$ cat src/spt_defs.vh
// register map, field positions, reset values and counts of the test block
`ifndef SPT_DEFS_VH
`define SPT_DEFS_VH

// ====================================================
// register offsets
`define SPT_OFS_GEN 12'h000
`define SPT_OFS_OVR 12'h008
`define SPT_OFS_PM 12'h02c

// ====================================================
// receive override register fields
`define SPT_OVR_EN_BIT 14
`define SPT_SLF_HI 13
`define SPT_SLF_LO 12
`define SPT_KEEP_A_HI 11
`define SPT_KEEP_A_LO 8
`define SPT_EQ_HI 7
`define SPT_EQ_LO 5
`define SPT_KEEP_B_BIT 4
`define SPT_ALIGN_BIT 3
`define SPT_KEEP_C_HI 2
`define SPT_KEEP_C_LO 1
`define SPT_HALF_BIT 0
`define SPT_SLF_RST 2'h1
`define SPT_EQ_RST 3'h0
`define SPT_ALIGN_RST 1'h1
`define SPT_HALF_RST 1'h0
`define SPT_KEEP_A_RST 4'h0
`define SPT_KEEP_B_RST 1'h1
`define SPT_KEEP_C_RST 2'h3
`define SPT_SLF_OFF 2'h0
`define SPT_SLF_HEAVY 2'h3

// ====================================================
// generator register fields and modes
`define SPT_PAT_HI 29
`define SPT_PAT_LO 20
`define SPT_TRIG_BIT 19
`define SPT_GMODE_HI 18
`define SPT_GMODE_LO 16
`define SPT_PAT_RST 10'h000
`define SPT_MODE_OFF 3'h0
`define SPT_MODE_L15 3'h1
`define SPT_MODE_L7 3'h2
`define SPT_MODE_FIX 3'h3
`define SPT_MODE_DCB 3'h4
`define SPT_MODE_SEQ 3'h5
`define SPT_ONES 10'h3ff
`define SPT_LFSR_SEED 15'h7fff

// ====================================================
// matcher register fields and counter limits
`define SPT_RNG_BIT 31
`define SPT_CNT_HI 30
`define SPT_CNT_LO 16
`define SPT_SYNC_BIT 3
`define SPT_MMODE_HI 2
`define SPT_MMODE_LO 0
`define SPT_CNT_MAX 15'h7fff
`define SPT_RNG_SHIFT 7

// ====================================================
// signal loss filter
`define SPT_HEAVY_CNT 8'h80
`define SPT_PRESC_DIV 8

`endif

$ cat src/spt_lfsr_word.v
// one 10-bit word of LFSR steps, free running or seeded from data
`timescale 1ns/1ps
module spt_lfsr_word
(
	input wire [14:0] state_i,
	input wire long_i,
	input wire seed_i,
	input wire [9:0] din_i,
	output reg [14:0] state_o,
	output reg [9:0] word_o
);

reg [14:0] s;
reg fb;
integer i;

// ====================================================
// step loop: bit 0 of the word goes first on the line
always @*
begin
	s = state_i;
	fb = 1'b0;
	word_o = 10'h000;
	for (i = 0; i < 10; i = i + 1)
	begin
		fb = long_i ? (s[14] ^ s[13]) : (s[6] ^ s[5]);
		word_o[i] = fb;
		// seeding shifts in received bits so the register ends up
		// holding the last bits seen, ready to predict the next ones
		s = {s[13:0], (seed_i ? din_i[i] : fb)};
		if (!long_i)
			s[14:7] = 8'h00;
	end
	state_o = s;
end

endmodule

$ cat src/spt_loss_filter.v
// signal loss filter running on the prescaler tick
`timescale 1ns/1ps
`include "spt_defs.vh"
module spt_loss_filter
(
	input wire clk_i,
	input wire rst_n_i,
	input wire tick_i,
	input wire loss_i,
	input wire [1:0] sel_i,
	output reg flag_o
);

reg [7:0] cnt_r;
wire [7:0] cnt_nxt;

assign cnt_nxt = (cnt_r == `SPT_HEAVY_CNT) ? cnt_r : cnt_r + 8'h01;

// ====================================================
// heavy mode needs a full run of lost ticks; any signal resets it
always @(posedge clk_i or negedge rst_n_i)
begin
	if (!rst_n_i)
	begin
		cnt_r <= 8'h00;
		flag_o <= 1'b0;
	end
	else if (tick_i)
	begin
		if (sel_i == `SPT_SLF_HEAVY && loss_i)
		begin
			cnt_r <= cnt_nxt;
			flag_o <= (cnt_nxt == `SPT_HEAVY_CNT);
		end
		else if (sel_i == `SPT_SLF_HEAVY)
		begin
			cnt_r <= 8'h00;
			flag_o <= 1'b0;
		end
		else
		begin
			// off and the reserved codes pass the level unfiltered
			cnt_r <= 8'h00;
			flag_o <= loss_i;
		end
	end
end

endmodule

$ cat src/spt_top.v
// lane self-test: receive override, pattern generator and matcher
//
// Decided for this implementation: strobed register access.
`timescale 1ns/1ps
`include "spt_defs.vh"
//Contract
// - override enable set: receive controls come from override bits 13:0.
// - filter select 00 off, 11 heavy, others reserved; resets to 01.
// - heavy filter flags loss after about 128 prescaler ticks of no signal.
// - three-bit equalizer setting passed on under override; resets to 000.
// - word alignment enable: 0 framer off, 1 on; resets to 1.
// - bit 0 gives half-rate control under override; resets to 0.
// - generator mode 0 off, 1 LFSR15, 2 LFSR7; 6 and 7 reserved.
// - mode 3 repeats the programmed 10-bit word unchanged.
// - mode 4 alternates the word and its complement.
// - mode 5 repeats zeros, word, all ones, complement of word.
// - 10-bit generator word in bits 29:20 feeds modes 3 to 5.
// - trigger bit flips the stream LSB exactly once.
// - matcher mode 0 off, 1 LFSR15, 2 LFSR7, 3 repeat, 4 invert.
// - sync set seeds matcher from data; checking starts after it clears.
// - 15-bit error count; with range flag each unit is 128 errors.
// - range flag set and count at maximum signals overflow.
// - counter reads pipelined; second read of a pair clears counter.
// - reset returns word, trigger, sync and both modes to defaults.
module spt_top
#(
	parameter PRESC_DIV = `SPT_PRESC_DIV
)
(
	input wire clk_i,
	input wire nrst_i,
	input wire [11:0] addr_i,
	input wire [31:0] wdata_i,
	input wire we_i,
	input wire re_i,
	output reg [31:0] rdata_o,
	input wire [1:0] sts_slf_sel_i,
	input wire [2:0] sts_eq_i,
	input wire sts_align_i,
	input wire sts_half_i,
	input wire loss_raw_i,
	input wire [9:0] rx_word_i,
	output reg [1:0] signal_loss_filter_sel_o,
	output reg [2:0] receive_equalizer_setting_o,
	output reg rx_align_en_o,
	output reg rx_half_rate_o,
	output wire signal_loss_flag_o,
	output reg [9:0] tx_word_o,
	output reg cnt_overflow_o
);

// ====================================================
// reset release and pin synchroniser
reg rst_s1_r;
reg rst_n;
reg loss_s1_r;
reg loss_s2_r;

always @(posedge clk_i or negedge nrst_i)
begin
	if (!nrst_i)
	begin
		rst_s1_r <= 1'b0;
		rst_n <= 1'b0;
	end
	else
	begin
		rst_s1_r <= 1'b1;
		rst_n <= rst_s1_r;
	end
end

always @(posedge clk_i or negedge rst_n)
begin
	if (!rst_n)
	begin
		loss_s1_r <= 1'b0;
		loss_s2_r <= 1'b0;
	end
	else
	begin
		loss_s1_r <= loss_raw_i;
		loss_s2_r <= loss_s1_r;
	end
end

// ====================================================
// register decode
wire wr_gen = we_i && (addr_i == `SPT_OFS_GEN);
wire wr_ovr = we_i && (addr_i == `SPT_OFS_OVR);
wire wr_pm = we_i && (addr_i == `SPT_OFS_PM);
wire rd_pm = re_i && (addr_i == `SPT_OFS_PM);

// ====================================================
// receive override register
reg rx_override_enable_r;
reg [1:0] slf_sel_r;
reg [2:0] eq_r;
reg align_r;
reg half_r;
reg [3:0] keep_a_r;
reg keep_b_r;
reg [1:0] keep_c_r;

always @(posedge clk_i or negedge rst_n)
begin
	if (!rst_n)
	begin
		rx_override_enable_r <= 1'b0;
		slf_sel_r <= `SPT_SLF_RST;
		eq_r <= `SPT_EQ_RST;
		align_r <= `SPT_ALIGN_RST;
		half_r <= `SPT_HALF_RST;
		keep_a_r <= `SPT_KEEP_A_RST;
		keep_b_r <= `SPT_KEEP_B_RST;
		keep_c_r <= `SPT_KEEP_C_RST;
	end
	else if (wr_ovr)
	begin
		rx_override_enable_r <= wdata_i[`SPT_OVR_EN_BIT];
		slf_sel_r <= wdata_i[`SPT_SLF_HI:`SPT_SLF_LO];
		eq_r <= wdata_i[`SPT_EQ_HI:`SPT_EQ_LO];
		align_r <= wdata_i[`SPT_ALIGN_BIT];
		half_r <= wdata_i[`SPT_HALF_BIT];
		// preserve fields are stored as written; software keeps them
		keep_a_r <= wdata_i[`SPT_KEEP_A_HI:`SPT_KEEP_A_LO];
		keep_b_r <= wdata_i[`SPT_KEEP_B_BIT];
		keep_c_r <= wdata_i[`SPT_KEEP_C_HI:`SPT_KEEP_C_LO];
	end
end

// controls are registered so the analog side never sees a mux glitch
always @(posedge clk_i or negedge rst_n)
begin
	if (!rst_n)
	begin
		signal_loss_filter_sel_o <= `SPT_SLF_RST;
		receive_equalizer_setting_o <= `SPT_EQ_RST;
		rx_align_en_o <= `SPT_ALIGN_RST;
		rx_half_rate_o <= `SPT_HALF_RST;
	end
	else if (rx_override_enable_r)
	begin
		signal_loss_filter_sel_o <= slf_sel_r;
		receive_equalizer_setting_o <= eq_r;
		rx_align_en_o <= align_r;
		rx_half_rate_o <= half_r;
	end
	else
	begin
		signal_loss_filter_sel_o <= sts_slf_sel_i;
		receive_equalizer_setting_o <= sts_eq_i;
		rx_align_en_o <= sts_align_i;
		rx_half_rate_o <= sts_half_i;
	end
end

// ====================================================
// prescaler and signal loss filter
reg [7:0] presc_r;
wire presc_tick = (presc_r == PRESC_DIV[7:0] - 8'h01);

always @(posedge clk_i or negedge rst_n)
begin
	if (!rst_n)
		presc_r <= 8'h00;
	else if (presc_tick)
		presc_r <= 8'h00;
	else
		presc_r <= presc_r + 8'h01;
end

spt_loss_filter u_filter
(
	.clk_i(clk_i),
	.rst_n_i(rst_n),
	.tick_i(presc_tick),
	.loss_i(loss_s2_r),
	.sel_i(signal_loss_filter_sel_o),
	.flag_o(signal_loss_flag_o)
);

// ====================================================
// pattern generator
reg [9:0] generator_word_r;
reg trig_r;
reg [2:0] gmode_r;
reg inject_r;
reg [1:0] seq_r;
reg [14:0] gst_r;
reg [9:0] gword;
wire [14:0] gst_nxt;
wire [9:0] glfsr_word;
wire g_lfsr = (gmode_r == `SPT_MODE_L15) || (gmode_r == `SPT_MODE_L7);

always @(posedge clk_i or negedge rst_n)
begin
	if (!rst_n)
	begin
		generator_word_r <= `SPT_PAT_RST;
		trig_r <= 1'b0;
		gmode_r <= `SPT_MODE_OFF;
	end
	else if (wr_gen)
	begin
		generator_word_r <= wdata_i[`SPT_PAT_HI:`SPT_PAT_LO];
		trig_r <= wdata_i[`SPT_TRIG_BIT];
		gmode_r <= wdata_i[`SPT_GMODE_HI:`SPT_GMODE_LO];
	end
end

// a rising write of the trigger arms one flip; it waits for a live mode
always @(posedge clk_i or negedge rst_n)
begin
	if (!rst_n)
		inject_r <= 1'b0;
	else if (wr_gen && wdata_i[`SPT_TRIG_BIT] && !trig_r)
		inject_r <= 1'b1;
	else if (gmode_r != `SPT_MODE_OFF)
		inject_r <= 1'b0;
end

spt_lfsr_word u_gen_lfsr
(
	.state_i(gst_r),
	.long_i(gmode_r == `SPT_MODE_L15),
	.seed_i(1'b0),
	.din_i(10'h000),
	.state_o(gst_nxt),
	.word_o(glfsr_word)
);

always @*
begin
	case (gmode_r)
	`SPT_MODE_L15, `SPT_MODE_L7:
		gword = glfsr_word;
	`SPT_MODE_FIX:
		gword = generator_word_r;
	`SPT_MODE_DCB:
		gword = seq_r[0] ? ~generator_word_r : generator_word_r;
	`SPT_MODE_SEQ:
		case (seq_r)
		2'h0: gword = 10'h000;
		2'h1: gword = generator_word_r;
		2'h2: gword = `SPT_ONES;
		default: gword = ~generator_word_r;
		endcase
	default:
		gword = 10'h000;
	endcase
end

always @(posedge clk_i or negedge rst_n)
begin
	if (!rst_n)
	begin
		gst_r <= `SPT_LFSR_SEED;
		seq_r <= 2'h0;
		tx_word_o <= 10'h000;
	end
	else
	begin
		// an all-zero state would lock the LFSR, so reseed instead
		if (g_lfsr && gst_nxt != 15'h0000)
			gst_r <= gst_nxt;
		else if (g_lfsr)
			gst_r <= `SPT_LFSR_SEED;
		seq_r <= wr_gen ? 2'h0 : seq_r + 2'h1;
		tx_word_o <= gword ^ {9'h000, inject_r && gmode_r != 3'h0};
	end
end

// ====================================================
// pattern matcher control
reg sync_r;
reg [2:0] mmode_r;
reg armed_r;
reg prev_sync_r;
reg [9:0] prev_rx_r;
reg [14:0] mst_r;
wire [14:0] mst_nxt;
wire [9:0] mlfsr_word;
reg [9:0] expect_w;
reg mode_ok;

always @(posedge clk_i or negedge rst_n)
begin
	if (!rst_n)
	begin
		sync_r <= 1'b0;
		mmode_r <= `SPT_MODE_OFF;
	end
	else if (wr_pm)
	begin
		sync_r <= wdata_i[`SPT_SYNC_BIT];
		mmode_r <= wdata_i[`SPT_MMODE_HI:`SPT_MMODE_LO];
	end
end

// checking is armed only by the falling edge of sync
always @(posedge clk_i or negedge rst_n)
begin
	if (!rst_n)
		armed_r <= 1'b0;
	else if (sync_r)
		armed_r <= 1'b0;
	else if (wr_pm && wdata_i[`SPT_MMODE_HI:`SPT_MMODE_LO] != mmode_r)
		armed_r <= 1'b0;
	else if (wr_pm && !wdata_i[`SPT_SYNC_BIT] && sync_r == 1'b0)
		armed_r <= armed_r;
	else
		armed_r <= armed_r | prev_sync_r;
end

always @(posedge clk_i or negedge rst_n)
begin
	if (!rst_n)
		prev_sync_r <= 1'b0;
	else
		prev_sync_r <= sync_r && !armed_r;
end

spt_lfsr_word u_chk_lfsr
(
	.state_i(mst_r),
	.long_i(mmode_r == `SPT_MODE_L15),
	.seed_i(sync_r),
	.din_i(rx_word_i),
	.state_o(mst_nxt),
	.word_o(mlfsr_word)
);

always @(posedge clk_i or negedge rst_n)
begin
	if (!rst_n)
	begin
		mst_r <= `SPT_LFSR_SEED;
		prev_rx_r <= 10'h000;
	end
	else
	begin
		mst_r <= mst_nxt;
		prev_rx_r <= rx_word_i;
	end
end

always @*
begin
	mode_ok = 1'b1;
	case (mmode_r)
	`SPT_MODE_L15, `SPT_MODE_L7:
		expect_w = mlfsr_word;
	`SPT_MODE_FIX:
		expect_w = prev_rx_r;
	`SPT_MODE_DCB:
		expect_w = ~prev_rx_r;
	default:
	begin
		expect_w = rx_word_i;
		mode_ok = 1'b0;
	end
	endcase
end

// ====================================================
// error count with range flag
reg [3:0] errs;
integer k;
always @*
begin
	errs = 4'h0;
	for (k = 0; k < 10; k = k + 1)
		errs = errs + {3'h0, rx_word_i[k] ^ expect_w[k]};
	if (!(mode_ok && armed_r && !sync_r))
		errs = 4'h0;
end

reg [14:0] cnt_r;
reg rng_r;
reg [6:0] sub_r;
reg [14:0] snap_cnt_r;
reg snap_rng_r;
reg pair_r;
wire clr = rd_pm && pair_r;
// a clearing read still keeps this cycle's errors: the set wins
wire [14:0] cnt_b = clr ? 15'h0000 : cnt_r;
wire rng_b = clr ? 1'b0 : rng_r;
wire [6:0] sub_b = clr ? 7'h00 : sub_r;
wire [15:0] sum = {1'b0, cnt_b} + {12'h000, errs};
wire [7:0] sub_sum = {1'b0, sub_b} + {4'h0, errs};

always @(posedge clk_i or negedge rst_n)
begin
	if (!rst_n)
	begin
		cnt_r <= 15'h0000;
		rng_r <= 1'b0;
		sub_r <= 7'h00;
	end
	else if (!rng_b && sum[15])
	begin
		// switch to coarse range, keeping the remainder below a unit
		rng_r <= 1'b1;
		cnt_r <= {6'h00, sum[15:`SPT_RNG_SHIFT]};
		sub_r <= sum[`SPT_RNG_SHIFT-1:0];
	end
	else if (!rng_b)
	begin
		rng_r <= 1'b0;
		cnt_r <= sum[14:0];
		sub_r <= 7'h00;
	end
	else
	begin
		// coarse range saturates at the top instead of wrapping
		rng_r <= 1'b1;
		sub_r <= sub_sum[6:0];
		if (sub_sum[7] && cnt_b != `SPT_CNT_MAX)
			cnt_r <= cnt_b + 15'h0001;
		else
			cnt_r <= cnt_b;
	end
end

always @(posedge clk_i or negedge rst_n)
begin
	if (!rst_n)
		cnt_overflow_o <= 1'b0;
	else
		cnt_overflow_o <= rng_r && cnt_r == `SPT_CNT_MAX;
end

// ====================================================
// read port: the matcher word returns the snapshot of the last read
always @(posedge clk_i or negedge rst_n)
begin
	if (!rst_n)
	begin
		snap_cnt_r <= 15'h0000;
		snap_rng_r <= 1'b0;
		pair_r <= 1'b0;
	end
	else if (rd_pm)
	begin
		snap_cnt_r <= cnt_r;
		snap_rng_r <= rng_r;
		pair_r <= !pair_r;
	end
end

always @(posedge clk_i or negedge rst_n)
begin
	if (!rst_n)
		rdata_o <= 32'h0000_0000;
	else if (!re_i)
		rdata_o <= 32'h0000_0000;
	else
	begin
		case (addr_i)
		`SPT_OFS_GEN:
			rdata_o <= {2'h0, generator_word_r, trig_r, gmode_r, 16'h0000};
		`SPT_OFS_OVR:
			rdata_o <= {17'h0_0000, rx_override_enable_r, slf_sel_r,
				keep_a_r, eq_r, keep_b_r, align_r, keep_c_r, half_r};
		`SPT_OFS_PM:
			rdata_o <= {snap_rng_r, snap_cnt_r, 12'h000, sync_r,
				mmode_r};
		default:
			rdata_o <= 32'h0000_0000;
		endcase
	end
end

endmodule

$ cat config.mk
export PLATFORM = sky130hd
export DESIGN_NAME = spt_top
export DESIGN_NICKNAME = d
export VERILOG_FILES = /design/src/spt_lfsr_word.v /design/src/spt_loss_filter.v /design/src/spt_top.v
export VERILOG_INCLUDE_DIRS = /design/src
export SDC_FILE = /design/constraint.sdc
export NUM_CORES = 1
export LEC_CHECK = 0
export BUFFER_PORTS_ARGS = -buffer_cell sky130_fd_sc_hd__buf_2
export CAP_MARGIN = 40
export CORE_ASPECT_RATIO = 0.8
export CORE_MARGIN = 8
export CORE_UTILIZATION = 30
export CTS_BUF_LIST = sky130_fd_sc_hd__clkbuf_2
export CTS_CLUSTER_SIZE = 10
export DETAILED_ROUTE_END_ITERATION = 7
export GPL_TIMING_DRIVEN = 0
export HOLD_SLACK_MARGIN = 0.05
export SLEW_MARGIN = 20
export SYNTH_ARGS = -nofsm -noshare
export SYNTH_HDL_FRONTEND = slang
export SYNTH_SLANG_ARGS = --single-unit
export TNS_END_PERCENT = 20
$ cat constraint.sdc
create_clock -name clk_i -period 10.2 [get_ports clk_i]
set_input_delay 2.04 -clock clk_i [delete_from_list [all_inputs] [get_ports clk_i]]
set_output_delay 2.04 -clock clk_i [all_outputs]
set_load 0.1 [all_outputs]
==> summary.md <==
| Metric | Value |
|---|---|
| Non-filler cells, final | `about 1500` |
| Launch point of the worst path | `mmode_r[2]` |
| Global route overflow | `0` |
| Area of the core | `about 0.033 sq mm` |
| Cell variety after synth | `78` |
| Clock tree from TritonCTS | `yes` |
| Skew-Pair Late Insertion Delay | `0.84 ns` |
| Area Overhead vs Synth | `14.78%` |
| Fillers | `approximately 3300` |
| Area fraction of the dominant cell type after synthesis | `38.04%` |
| Number of warnings reported in the yosys synthesis log | `0` |
| R2r worst-path depth | `24` |
| Hold slack | `0.1858 ns` |
| Final Hold Viols | `0` |
| Number of nets in the layout | `1187` |
| Data required time at the worst endpoint | `10.91 ns` |
| CTS sink count | `188` |
| CP Max Fanout | `10` |
| Cell repeated most along the worst path | `sky130_fd_sc_hd__fa_1` |
| Number of standard cells after synthesis | `962` |
| Max Freq | `between 0.1 and 0.15 GHz` |
| Largest area contributor in the netlist | `sky130_fd_sc_hd__dfrtp_1` |
| Type of the tightest min-delay check | `reg2async` |
| Setup repair after global routing missed its margin | `false` |
| Slew Limit Fails | `0` |
| Share of the clock period used by the worst path | `between 60% and 70%` |
| Average wire per cell in the routed design | `approximately 17 um` |
| LEAKAGE | `between 0.005 and 0.006 uW` |
| Chip Height | `178.7 um` |
| First DRT Iteration DRCs | `between 700 and 800` |
| Number of antenna violations at the first check in global routing | `3` |
| Buffers on Ports | `111` |
| Vias in the first global route | `7493` |
| Maximum number of buffers from clock root to sink | `2` |
| Initial Util | `roughly 31%` |
| Clock slew at the register clock pins of the worst setup and hold paths | `0.33 ns` |
| Summed instance area of the synthesized netlist | `between 0.009 and 0.01 sq mm` |
| Delay of the slowest cell on the worst path | `0.75 ns` |
| Transition time at the pin with the least slew margin | `0.8618 ns` |
| Final Core Density | `a little over a third` |
| Count of instances resized after the clock tree is built | `0` |
| Kind of end point of the critical path | `flip-flop` |
| Async set-or-reset flop fraction in the synthesized netlist | `100.0%` |
| Relative slew slack | `42.07%` |
| Die Outline Area | `0.03922 sq mm` |
| Global-route wire length before repair | `roughly 42000 um` |
| DR pass1 iterations | `5` |
| Endpoint of the most critical setup path | `cnt_r[0]` |
| Placement Rows | `59` |
| Setup bufs post-CTS | `0` |
| Number of flops mapped to enable cells by yosys | `0` |
| Category of the critical setup timing path | `reg2reg` |
| Slowest-stage cell, CP | `sky130_fd_sc_hd__nor4_2` |
| Clock buffer count from CTS | `17` |
| R2r endpoint | `cnt_r[0]` |
| CP Cell Sequence | `clkbuf_1, nor3b_1, buf_2, mux2i_1, mux2i_1, xor2_1, and2_1, o31ai_1, fa_1, fa_1, inv_1, fa_1, inv_1, ha_1, fa_1, xor2_1, and2_1, ha_1, and2_1, a21boi_1, nor4_2, nor2_1, o21ai_0, o21ai_0` |
| Number of synthesized register bits | `between 150 and 200` |
| Maximum number of pins on one net before global-route repair | `53` |
| Commonest non-fill, non-tap cell in the layout | `sky130_fd_sc_hd__dfrtp_1` |
| Total number of vias | `7578` |
| Hold Buf Count CTS | `0` |
| Power per Cell Area | `142.1 mW/mm^2` |
| R2r startpoint | `mmode_r[2]` |
| Detail Route Antenna Nets | `0` |
| Portion of the post-synthesis area used by sequential elements | `between 40% and 50%` |
| Status | `complete, no violations` |
| Total detailed-routing wirelength | `26360 um` |
| Most used DFF post-synth | `sky130_fd_sc_hd__dfrtp_1` |
| Setup skew after layout | `0.06493 ns` |
| Setup tns final | `0 ns` |
| Final critical-path required period | `7.109 ns` |
| Number of placed instances with taps included | `roughly 1500` |
| Synth Area per Inst | `roughly 10 sq um` |
| Commonest cells after routing, fill and taps aside | `150 x sky130_fd_sc_hd__dfrtp_1, 120 x sky130_fd_sc_hd__buf_2, 81 x sky130_fd_sc_hd__nand2_1, 73 x sky130_fd_sc_hd__nor2_1` |
| Ratio of cells with drive above 1 in the final layout | `25.16%` |
| Width of the chip | `between 200 and 250 um` |
| Max Cap Viol | `0` |
| Final setup vio count | `0` |
| I/O Pins | `approximately 120` |
| Worst setup SP type | `flip-flop` |
| Vias per cell | `4.930` |
| Top cells by area in the synthesized netlist | `sky130_fd_sc_hd__dfrtp_1 38%, sky130_fd_sc_hd__dfstp_2 9.8%, sky130_fd_sc_hd__mux2_2 6.1%` |
| Syn Nets | `1053` |
| Total half-perimeter wirelength after legalization and detailed placement | `roughly 20000 um` |
| Global routing usage summed across all routing layers | `13.55%` |
| R2r setup slk | `3.09 ns` |
| RePlAce Congestion | `0.8666` |
| DRC Markers | `0` |
| Arrival time reported for the critical path endpoint | `7.82 ns` |
| Clock tree root driver cell | `sky130_fd_sc_hd__clkbuf_2` |
| Maximum vdd drop | `0.06853 mV` |
| Number of levels in the clock H-tree | `4` |
## sequential cells by signal, indices dropped and copies added (netlist names), 4 cells and up
register / count
prev_rx_r: 10
tx_word_o: 10
gst_r: 15
u_filter.cnt_r: 8
cnt_r: 15
rdata_o: 31
sub_r: 7
mst_r: 15
keep_a_r: 4
generator_word_r: 10
presc_r: 8
snap_cnt_r: 15
## how the worst min path moves through the flow
| stage | startpoint | to | slack, ns | cells past startpoint |
|---|---|---|---|---|
| finish | rst_n | prev_rx_r[0] | 0.19 | 0 |
| global route | rst_n | prev_rx_r[4] | 0.22 | 0 |
| floorplan | loss_s1_r | loss_s2_r | 0.33 | 0 |
| CTS | rst_n | prev_rx_r[0] | 0.21 | 0 |
| global placement | rst_s1_r | rst_n | 0.33 | 0 |
| detailed placement | rst_n | prev_rx_r[4] | 0.22 | 0 |
## logic make-up (layout without fill, tap and decap cells)
group / after synthesis / after routing / synth area share, %
compound gates: 199 / 199 / 13.03
xor+xnor: 93 / 93 / 8.201
flops: 188 / 188 / 47.83
other cells: 2 / 3 / 0.07561
fa+ha+maj: 25 / 25 / 3.754
mux: 71 / 71 / 7.848
simple gates: 304 / 304 / 15.73
buf+inv: 80 / 227 / 3.527
## worst max-delay path: cells and delay by family, from the launching register on
kind                     cells  cell delay, ns
adder cells (fa/ha/maj)      6            2.44
flip-flops                   1            0.43
AND/OR/NAND/NOR              6            1.91
XOR/XNOR                     2            0.36
multiplexers                 2            0.46
buffers and inverters        4            0.59
AO/OA/AOI/OAI                4            0.80
## layout make-up
| class | instances | area (sq um) | share of cell area [%] |
|---|---|---|---|
| sequential | 188 | 4755 | 41.71 |
| buffer | 54 | 252.7 | 2.217 |
| antenna | 1 | 2.502 | 0.02195 |
| clock inverter | 15 | 191.4 | 1.679 |
| tap | 427 | 534.3 | 4.687 |
| multi-input combinational | 694 | 4831 | 42.38 |
| inverter | 26 | 97.59 | 0.8561 |
| timing repair buffer | 115 | 650.6 | 5.707 |
| clock buffer | 17 | 85.08 | 0.7463 |
## report_power, final
part,switching (uW),internal [uW],leakage [uW]
Clock,318,88.8,0.000158
Sequential,40.6,804,0.00244
Combinational,223,146,0.00255
## cell usage after synthesis (3+ instances only)
cell / number
sky130_fd_sc_hd__dfrtp_1: 151
sky130_fd_sc_hd__o22a_1: 3
sky130_fd_sc_hd__nor2b_1: 8
sky130_fd_sc_hd__clkbuf_1: 36
sky130_fd_sc_hd__and2_1: 18
sky130_fd_sc_hd__o21a_1: 3
sky130_fd_sc_hd__buf_4: 4
sky130_fd_sc_hd__a211oi_1: 12
sky130_fd_sc_hd__fa_1: 8
sky130_fd_sc_hd__a22oi_1: 23
sky130_fd_sc_hd__mux2i_1: 16
sky130_fd_sc_hd__nor3_1: 10
sky130_fd_sc_hd__nand4_1: 9
sky130_fd_sc_hd__a31oi_1: 5
sky130_fd_sc_hd__nand2b_1: 8
sky130_fd_sc_hd__buf_6: 3
sky130_fd_sc_hd__o211ai_1: 7
sky130_fd_sc_hd__buf_2: 9
sky130_fd_sc_hd__o221ai_1: 8
sky130_fd_sc_hd__or4_1: 4
sky130_fd_sc_hd__ha_1: 17
sky130_fd_sc_hd__or3_1: 3
sky130_fd_sc_hd__mux2_2: 54
sky130_fd_sc_hd__nor2_1: 73
sky130_fd_sc_hd__inv_1: 26
sky130_fd_sc_hd__dfstp_2: 37
sky130_fd_sc_hd__xor2_1: 39
sky130_fd_sc_hd__nand3_1: 32
sky130_fd_sc_hd__nand2_1: 81
sky130_fd_sc_hd__xnor2_1: 54
sky130_fd_sc_hd__and3_1: 26
sky130_fd_sc_hd__o22ai_1: 9
sky130_fd_sc_hd__o31ai_1: 6
sky130_fd_sc_hd__o21ai_0: 53
sky130_fd_sc_hd__a21oi_1: 44
sky130_fd_sc_hd__or4_2: 3
## metrics by stage
step | setup WS [ns] | power (uW) | instance area, sq um
after floorplan | 3.058 | 1118 | 9932
after global placement | 2.343 | 1210 | 11020
after detailed placement | 2.426 | 1221 | 11120
after CTS | 3.106 | 1638 | 11400
after global routing | 2.639 | 1715 | 11400
final | 3.091 | 1620 | 11400
## per-layer routing
layer	GRT usage (%)	vias up	part of all wire, %	wire length, um
li1	-	3657	-	-
met1	19.13	3683	47	12490
met2	20.18	195	45	11740
met3	2.968	39	5.4	1414
met4	4.775	4	2.7	700
met5	0	-	0.061	16
Note: power is estimated with default switching activity, not from simulation.
